**config.mk**
```make
export PLATFORM = sky130hd
export DESIGN_NAME = qdtr_regs
export DESIGN_NICKNAME = d
export VERILOG_FILES = /design/src/shared/qdtr_pkg.sv /design/src/hdl/qdtr_regs.sv
export SDC_FILE = /design/constraint.sdc
export NUM_CORES = 1
export LEC_CHECK = 0
export BUFFER_PORTS_ARGS = -buffer_cell sky130_fd_sc_hd__buf_2
export CAP_MARGIN = 20
export CORE_AREA = 2 2 196 140
export DETAILED_ROUTE_END_ITERATION = 10
export DIE_AREA = 0 0 198 142
export GPL_TIMING_DRIVEN = 1
export PLACE_DENSITY = 0.68
export SYNTH_ARGS = -nofsm -noshare
export SYNTH_HDL_FRONTEND = slang
export SYNTH_SLANG_ARGS = --single-unit
```
**constraint.sdc**
```tcl
create_clock -name sys_clk -period 5.8 [get_ports sys_clk]
set_input_delay 0.87 -clock sys_clk [delete_from_list [all_inputs] [get_ports sys_clk]]
set_output_delay 0.87 -clock sys_clk [all_outputs]
set_load 0.05 [all_outputs]
```
**src/shared/qdtr_pkg.sv**
```systemverilog
// constants and types for the quad converter register bank
// Overview of operation
// - trigger bit 4 loads synchronous channels together
// - key 1010 in bits 3:0 resets device
// - broadcast write updates broadcast-enabled channels only
// - broadcast value is msb-aligned straight binary
// - status bit 0 shows reference headroom alarm
// - channel code registers at 0x8 to 0xF
// - fourteen-bit code uses upper bits only; channel writes here keep all 16 bits
// - frames are 24 bits, sampled falling edge
// - trigger at 0x05, resets to zero
package qdtr_pkg;
   localparam int          QDTR_FRAME_BITS = 24;        // bits per write frame
   localparam logic [4:0]  QDTR_LAST_BIT   = 5'h17;     // index of final frame bit
   localparam logic [3:0]  QDTR_ADDR_TRIG  = 4'h5;      // trigger register
   localparam logic [3:0]  QDTR_ADDR_BCAST = 4'h6;      // broadcast register
   localparam logic [3:0]  QDTR_ADDR_STAT  = 4'h7;      // status register
   localparam logic [3:0]  QDTR_ADDR_CH0   = 4'h8;      // first channel register
   localparam logic [3:0]  QDTR_ADDR_CHF   = 4'hF;      // last channel register
   localparam int          QDTR_LOAD_BIT   = 4;         // sync load strobe position
   localparam logic [3:0]  QDTR_RESET_KEY  = 4'hA;      // soft reset key
   localparam logic [15:0] QDTR_ZERO_SCALE = 16'h0000;  // zero scale reset code
   localparam logic [15:0] QDTR_MID_SCALE  = 16'h8000;  // mid scale reset code
   localparam logic [15:0] QDTR_REG_RESET  = 16'h0000;  // trigger/broadcast reset
   localparam logic [15:0] QDTR_MASK_14    = 16'hFFFC;  // fourteen-bit code mask
   localparam int          QDTR_CH_SEL_W   = 3;         // channel index width
   localparam int          QDTR_NUM_CH     = 8;         // channel slots 0x8..0xF
   // decoded write frame
   typedef struct packed {
      logic        rw;    // frame bit 23, 1 = read
      logic [2:0]  rsvd;  // frame bits 22:20
      logic [3:0]  addr;  // register address
      logic [15:0] data;  // register value
   } qdtr_frame_s;
endpackage : qdtr_pkg

```
**src/hdl/qdtr_regs.sv**
```systemverilog
// serial write framing and trigger/broadcast/status/channel registers
`timescale 1ns/1ps
`default_nettype none
module qdtr_regs (
   // clock and reset
   input  wire logic                              sys_clk,
   input  wire logic                              rst_n,
   // serial pins from host
   input  wire logic                              cs_n,
   input  wire logic                              sclk,
   input  wire logic                              sdi,
   // device-side straps and analog status
   input  wire logic                              reset_level_select_pin,
   input  wire logic                              headroom_low,
   input  wire logic [qdtr_pkg::QDTR_NUM_CH-1:0]  sync_mode,
   input  wire logic [qdtr_pkg::QDTR_NUM_CH-1:0]  bcast_mode,
   // conversion channel side
   output var  logic [qdtr_pkg::QDTR_NUM_CH*16-1:0] chan_active,
   output var  logic                              sync_load_strobe,
   output var  logic                              reference_headroom_alarm,
   output var  logic                              soft_reset_pulse
);
   import qdtr_pkg::*;

   // synchronisers for pins
   logic [1:0] cs_s_q, sclk_s_q, sdi_s_q, sel_s_q, alm_s_q;
   logic       sclk_prev_q;                      // last synced clock level
   logic [23:0] shift_q;                          // frame shift register
   logic [4:0]  cnt_q;                            // bits captured, saturating
   logic [15:0] chan_q [QDTR_NUM_CH];             // channel code registers
   logic [15:0] bcast_q;                          // broadcast value
   logic        bcast_done_q;                     // broadcast landed last cycle
   logic        done_q;                           // frame complete pulse
   logic        cs_low_prev_q;                    // last synced select level
   // counter parks here so an overlong frame never looks complete
   localparam logic [4:0] CNT_FULL = 5'h1F;

   // two flops per pin; logic reads only the second stage
   always_ff @(posedge sys_clk) begin
      cs_s_q   <= {cs_s_q[0], cs_n};
      sclk_s_q <= {sclk_s_q[0], sclk};
      sdi_s_q  <= {sdi_s_q[0], sdi};
      sel_s_q  <= {sel_s_q[0], reset_level_select_pin};
      alm_s_q  <= {alm_s_q[0], headroom_low};
   end

   // edge and frame decode
   wire         cs_low   = ~cs_s_q[1];
   wire         fall     = sclk_prev_q & ~sclk_s_q[1];
   // select release: high now after a low select last cycle
   wire         cs_rise  = cs_s_q[1] & cs_low_prev_q;
   qdtr_frame_s frm;
   assign frm = qdtr_frame_s'(shift_q);
   wire         wr_ok    = done_q & ~frm.rw;
   wire         wr_trig  = wr_ok & (frm.addr == QDTR_ADDR_TRIG);
   wire         wr_bcast = wr_ok & (frm.addr == QDTR_ADDR_BCAST);
   wire         wr_chan  = wr_ok & (frm.addr >= QDTR_ADDR_CH0);
   wire         key_hit  = wr_trig & (frm.data[3:0] == QDTR_RESET_KEY);
   wire         do_reset = ~rst_n | soft_reset_pulse;
   wire [15:0]  rst_code = sel_s_q[1] ? QDTR_MID_SCALE : QDTR_ZERO_SCALE;
   wire [2:0]   ch_idx   = frm.addr[QDTR_CH_SEL_W-1:0];

   // shift in on falling sclk, msb first
   always_ff @(posedge sys_clk) begin
      sclk_prev_q   <= sclk_s_q[1];
      cs_low_prev_q <= cs_low;
      if (!rst_n || !cs_low) begin
         cnt_q <= 5'h00;
      end else if (fall && cnt_q != CNT_FULL) begin
         // bits past the 24th are counted, not shifted, so the
         // frame is refused at select release
         if (cnt_q <= QDTR_LAST_BIT) begin
            shift_q <= {shift_q[22:0], sdi_s_q[1]};
         end
         cnt_q   <= cnt_q + 5'h01;
      end
   end

   // frame ends when cs rises after exactly 24 bits
   // done is a one-cycle pulse; shift_q holds still until next select
   always_ff @(posedge sys_clk) begin
      if (!rst_n) begin
         done_q <= 1'b0;
      end else begin
         done_q <= cs_rise & (cnt_q == 5'(QDTR_FRAME_BITS));
      end
   end

   // broadcast register; the trigger is write-only and lives only
   // as the two strobes below, which reset low
   always_ff @(posedge sys_clk) begin
      if (do_reset) begin
         bcast_q      <= QDTR_REG_RESET;
         bcast_done_q <= 1'b0;
      end else begin
         if (wr_bcast) begin
            bcast_q <= frm.data;
         end
         bcast_done_q <= wr_bcast;
      end
   end

   // strobes to channels, and the synced headroom alarm level
   // each strobe is one cycle wide, as done_q is
   always_ff @(posedge sys_clk) begin
      if (!rst_n) begin
         sync_load_strobe         <= 1'b0;
         soft_reset_pulse         <= 1'b0;
         reference_headroom_alarm <= 1'b0;
      end else begin
         sync_load_strobe         <= wr_trig & frm.data[QDTR_LOAD_BIT];
         soft_reset_pulse         <= key_hit;
         reference_headroom_alarm <= alm_s_q[1];
      end
   end

   // channel code registers
   // priority: reset, direct write, broadcast
   always_ff @(posedge sys_clk) begin
      for (int i = 0; i < QDTR_NUM_CH; i++) begin
         if (do_reset) begin
            chan_q[i] <= rst_code;
         end else if (wr_chan && ch_idx == 3'(i)) begin
            chan_q[i] <= frm.data;
         end else if (wr_bcast && bcast_mode[i]) begin
            chan_q[i] <= frm.data;
         end
      end
   end

   // active codes; synchronous channels wait for load strobe or a broadcast write with their bcast_mode bit set
   always_ff @(posedge sys_clk) begin
      for (int i = 0; i < QDTR_NUM_CH; i++) begin
         if (do_reset) begin
            chan_active[i*16 +: 16] <= rst_code;
         end else if (!sync_mode[i] || sync_load_strobe ||
                      (bcast_done_q && bcast_mode[i])) begin
            // broadcast goes live at once, even on a synchronous channel
            chan_active[i*16 +: 16] <= chan_q[i];
         end
      end
   end

   // status read value: reserved bits zero
   // no read path exists; the value is kept for the check below
   wire [15:0] status_rd = {15'h0000, reference_headroom_alarm};

   // guards on strobes, registers and framing
   // load strobe only after a trigger write with bit 4
   sync_load_a : assert property (@(posedge sys_clk) disable iff (!rst_n)
      sync_load_strobe |-> $past(wr_trig) && $past(frm.data[QDTR_LOAD_BIT]))
      else $error("load strobe without trigger");
   soft_key_a : assert property (@(posedge sys_clk) disable iff (!rst_n)
      wr_trig && frm.data[3:0] != QDTR_RESET_KEY |=> !soft_reset_pulse)
      else $error("reset without key");
   bcast_hold_a : assert property (@(posedge sys_clk) disable iff (!rst_n)
      wr_bcast && !bcast_mode[7] && !wr_chan && !soft_reset_pulse
      |=> chan_q[7] == $past(chan_q[7]))
      else $error("broadcast hit disabled channel");
   bcast_val_a : assert property (@(posedge sys_clk) disable iff (!rst_n)
      wr_bcast && !soft_reset_pulse |=> bcast_q == $past(frm.data))
      else $error("broadcast value lost");
   alarm_bit_a : assert property (@(posedge sys_clk) disable iff (!rst_n)
      $past(alm_s_q[1]) == reference_headroom_alarm || !$past(rst_n))
      else $error("alarm mismatch");
   chan_write_a : assert property (@(posedge sys_clk) disable iff (!rst_n)
      wr_chan && ch_idx == 3'h2 && !soft_reset_pulse |=> chan_q[2] == $past(frm.data))
      else $error("channel write lost");
   reset_code_a : assert property (@(posedge sys_clk)
      soft_reset_pulse && rst_n |=> chan_q[1] == $past(rst_code))
      else $error("bad reset code");
   status_rsvd_a : assert property (@(posedge sys_clk) disable iff (!rst_n)
      status_rd[15:1] == 15'h0000)
      else $error("reserved status bits set");
   trig_rsvd_a : assert property (@(posedge sys_clk) disable iff (!rst_n)
      wr_trig && !frm.data[QDTR_LOAD_BIT] && frm.data[3:0] != QDTR_RESET_KEY
      |=> !sync_load_strobe && !soft_reset_pulse)
      else $error("reserved trigger bits acted");
   frame_len_a : assert property (@(posedge sys_clk) disable iff (!rst_n)
      done_q |-> $past(cnt_q) == 5'(QDTR_FRAME_BITS))
      else $error("short frame accepted");
endmodule : qdtr_regs
`default_nettype wire

```
==> impl_metrics.yaml, run 1 <==
synth:
  yosysMostFrequentCell: "edfxtp_1"
  yosysSeqAreaShare_pct: 78.2
  syn-cell-area_mm2: 0.0116
  ys_ff_latch: 316
  synthArstFlopShare_pct: 0
  synth_area_leaders: "edfxtp_1, dfxtp_1, nor2b_1"
  yosysTopAreaCell: "edfxtp_1"
  synth_commonest_cells: "edfxtp_1, nor2b_1, and2_1, nor2_1"
  synth_top_area_share_pct: 71.7
  syn_area_per_cell_um2: 16.0
  yosysUniqueCellTypes: 50
  synth_ff_type: "edfxtp_1"
  synth_edf_count: 278
  synth_warnings: 0
  syn_nets: 756
  syn_inst: 730
timing:
  timing.final.setup_violations: 0
  drv_slew: 0
  fin_tns_setup_ns: 0
  max_slew_margin_pct: 30.5
  period_needed_ns: 3.61
  min_period_over_period_pct: 62.3
  clock_skew_ns: 0.0156
  worst_pin_slew_ns: 1.04
  grt_setup_unrepaired: "no"
  finalHoldViolations: 0
  max_freq_mhz: 277
detailed_routing:
  final_antenna_net_count: 0
  first_iter_violations: 470
  first_pass_iters: 5
  vias: 6097
  drt_wl_total_um: 24100
  route.detailed.drc: 0
  wl_per_cell_um: 18.9
  viasPerCell: 4.78
cells_and_area:
  final_nets: 914
  fillers: 2163
  syn_to_final_growth_pct: 17.6
  final_area_mm2: 0.0137
  drive_gt1_share_pct: 24.5
grt:
  antenna_found_initial: 2
  grt_start_max_net_pins: 47
  overflow: 0
  grt_pass1_vias: 5839
  grt_use_total_pct: 17.3
  grt_pass1_wl_um: 35600
clock_tree:
  post_cts_buffers: 0
  clkTransAtPathRegs_ns: 0.06
  cts_tree: "done"
  cts_root_buf: "clkbuf_16"
  numCtsBuffers: 29
  insertion_delay_ns: 0.54
  cts.sinks: 316
  postCtsHoldBufs: 0
  cts_resized: 0
  h-tree-depth: 1
  clock_path_buffers: 3
flow_run:
  maxCapViolCount: 0
pwr:
  leakage_nw: 5.27
  power_density_mw_per_mm2: 361
  p_total_mw: 4.94
  ir_drop_mv: 0.208
floorplan:
  start_util_pct: 44.2
  rows: 50
  core_area_mm2: 0.0263
  die_area_mm2: 0.0281
  dieWidth_um: 198
  die_h_um: 142
  io_pins: 154
critical_path:
  cp-start-kind: "primary input"
  worstPathRequired_ns: 5.81
  end_kind: "flip-flop"
  critPathKind: "in2reg"
  crit_fanout: 46
  arrival_ns: 3.62
placement:
  gp_congestion: 0.785
  dp_hpwl_um: 16200
  port_buffers: 153
  postPlaceCellArea_mm2: 0.0127
worst_hold_path:
  hp-class: "reg2reg"
outcome:
  status: "finished, final reports clean"
[layer usage]
metal / part of all wire (%) / wire, um / vias up / GRT usage, %
li1: - / - / 2897 / -
met1: 47 / 11200 / 2943 / 26.6
met2: 43 / 10500 / 217 / 25.3
met3: 7.8 / 1880 / 38 / 3.39
met4: 1.9 / 460 / 2 / 4.16
met5: 0.067 / 16 / - / 0
[layout make-up]
cell class              instances  area [um2]  share of cell area, %
multi-input cells             381        2360                   17.2
clock inverters                20         221                   1.62
diodes                          2        5.00                 0.0366
well taps                     364         455                   3.33
clock buffers                  33         741                   5.41
flip-flops and latches        316        9110                   66.5
inverters                       4        15.0                  0.110
repair buffers                156         788                   5.76
[cells in the final DEF (no fill, tap or decap), drive strengths merged, types with 3 or more instances in the layout]
cell type,instances
o21ai,3
and2,77
and3,3
a21oi,4
inv,5
edfxtp,278
buf,156
dfxtp,38
mux2,13
nand3b,3
nand3,9
nor3,3
nor2,70
bufinv,4
and4,4
clkinvlp,4
clkinv,11
ha,3
mux2i,16
nand2,38
clkbuf,33
nor2b,108
nand2b,3
[report_power, final]
group          internal [mW]  leakage, nW  switching, mW
Combinational         0.0813         1.74          0.310
Clock                   1.10        0.464          0.803
Sequential              2.59         3.07         0.0547
Total                   3.78         5.27           1.17
[critical path, stage by stage]
cell and delay, ns:
buf_2 0.14, nor2b_2 0.14, buf_4 0.38, inv_2 0.36, nor2_1 0.79, nand3_1 0.91
[per-stage QoR]
stage          util [%]  std cells  setup slack (ns)  hold WS (ns)
2_1_floorplan         -        730              3.11         0.310
3_3_place_gp       48.3       1221              1.71         0.313
3_5_place_dp       48.3       1221              1.65         0.313
4_1_cts            52.0       1274              2.23         0.328
5_1_grt            52.0       1274              1.92         0.336
6_report           52.0       1276              2.19         0.328
[path summary, 6_finish.rpt]
| kind | start | endpoint | slack (ns) | depth (start not counted) |
|---|---|---|---|---|
| min | sdi_s_q[0]$_DFF_P_ | sdi_s_q[1]$_DFF_P_ | 0.33 | 0 |
| min reg2reg | sdi_s_q[0]$_DFF_P_ | sdi_s_q[1]$_DFF_P_ | 0.33 | 0 |
| max | rst_n | flip-flop | 2.19 | 6 |
| max reg2reg | soft_reset_pulse$_SDFF_PN0_ | flip-flop | 2.39 | 5 |
[kinds of logic (layout without fill, tap and decap cells)]
group,after synthesis,in the layout,share of synthesized area (%)
muxes,29,29,2.63
other,0,2,0
buffers and inverters,33,213,1.60
and+or+nand+nor,332,332,16.1
AOI/OAI and AO/OA,14,14,0.849
DFF,316,316,78.2
xor gates and xnor gates,3,3,0.226
adders and majority gates,3,3,0.322
Note: power is estimated with default switching activity, not from simulation.
==> run 2: changes to the inputs <==
==> constraint.sdc (replaced) <==
create_clock -name sys_clk -period 3.7 [get_ports sys_clk]
set_input_delay 0.555 -clock sys_clk [delete_from_list [all_inputs] [get_ports sys_clk]]
set_output_delay 0.555 -clock sys_clk [all_outputs]
set_load 0.05 [all_outputs]
==> run 2 against run 1 <==
Global-route usage decreased by 0.17 points. Core utilization decreased by 0.44 points. Wire length decreased by 0.73%. Critical path type is now reg2reg. Highest routed layer is now met4.
==> impl_metrics.yaml, run 2 (same netlist as run 1, synthesis figures left out) <==
detailed_routing:
  wl_per_cell_um: 18.7
  vias: 6042
  drt_wl_total_um: 23900
  first_pass_iters: 5
  first_iter_violations: 607
  final_antenna_net_count: 0
  route.detailed.drc: 0
  viasPerCell: 4.74
timing:
  fin_tns_setup_ns: 0
  finalHoldViolations: 0
  grt_setup_unrepaired: "no"
  min_period_over_period_pct: 72.2
  max_freq_mhz: 374
  period_needed_ns: 2.67
  hold_ws_ns: 0.117
  drv_slew: 0
  worst_pin_slew_ns: 0.982
  clock_skew_ns: 0.0136
  timing.final.setup_violations: 0
  max_slew_margin_pct: 34.3
cells_and_area:
  diodes: 0
  final_common_cell: "edfxtp_1"
  syn_to_final_growth_pct: 16.6
  fin_cells: 1275
  drive_gt1_share_pct: 23.6
  final_nets: 917
  final_cell_mix: "edfxtp_1, buf_2, nor2b_1, and2_1, nor2_1"
clock_tree:
  cts.sinks: 316
  post_cts_buffers: 0
  postCtsHoldBufs: 0
  numCtsBuffers: 29
  insertion_delay_ns: 0.54
  h-tree-depth: 1
  cts_root_buf: "clkbuf_16"
  cts_tree: "done"
  clock_path_buffers: 3
  clkTransAtPathRegs_ns: 0.06
  cts_resized: 0
grt:
  grt_use_total_pct: 17.1
  overflow: 0
  antenna_found_initial: 0
  grt_start_max_net_pins: 46
  grt_pass1_wl_um: 35400
  grt_pass1_vias: 5731
placement:
  port_buffers: 153
  dp.cells: 1224
  gp_congestion: 0.780
  dp_hpwl_um: 16000
pwr:
  ir_drop_mv: 0.342
  leakage_nw: 5.22
  power_density_mw_per_mm2: 545
worst_hold_path:
  hp-class: "in2reg"
floorplan:
  die_area_mm2: 0.0281
  core_area_mm2: 0.0263
  dieWidth_um: 198
  die_h_um: 142
  rows: 50
  start_util_pct: 44.2
  io_pins: 154
critical_path:
  end_kind: "flip-flop"
  worstPathRequired_ns: 3.72
  cp-start-kind: "flip-flop"
  critPathKind: "reg2reg"
  crit_fanout: 18
  arrival_ns: 2.69
flow_run:
  maxCapViolCount: 0
outcome:
  status: "finished, final reports clean"
## run 2: layout make-up
type,instances,area [um2]
fill,2218,12800
sequential,316,9110
multi-input combinational,381,2360
timing repair buffer,159,811
clock buffer,35,748
tap,364,455
clock inverter,16,80.1
inverter,4,15.0
## run 2: worst paths after layout
kind                               startpoint                 end  slack [ns]  cells past startpoint
setup reg to reg  soft_reset_pulse$_SDFF_PN0_           flip-flop        1.03                      4
setup / recovery  soft_reset_pulse$_SDFF_PN0_           flip-flop        1.03                      4
hold reg to reg            sel_s_q[0]$_DFF_P_  sel_s_q[1]$_DFF_P_        0.33                      0
hold / removal         reset_level_select_pin  sel_s_q[0]$_DFF_P_        0.12                      1
## run 2: metrics by stage
step / area [um2] / total power [mW] / utilization (%) / worst slack [ns]
after floorplan: 11600 / 4.66 / - / 1.21
after global placement: 12700 / 4.84 / 48.4 / 0.617
after detailed placement: 12700 / 4.85 / 48.4 / 0.560
after CTS: 13600 / 7.46 / 51.5 / 1.03
after global routing: 13600 / 7.64 / 51.5 / 0.894
final: 13600 / 7.40 / 51.5 / 1.03
## run 2: power breakdown
group          leakage, nW  internal (mW)  switching [mW]
registers             3.07           4.07          0.0846
clock network        0.395           1.43            1.21
logic                 1.76          0.128           0.488
## run 2: worst max-delay path, stage by stage, from the launching register on
cell,delay [ns]
dfxtp_1,0.32
nor2b_2,0.15
inv_2,0.05
nor2_1,0.74
nand3_1,0.89
## run 2: layer usage
layer	vias to the layer above	track usage [%]	share of wire (%)
met5	-	0	0
met4	0	4.59	2.1
met1	2901	26.6	48
met2	200	24.6	43
met3	36	3.10	6.8
li1	2905	-	-
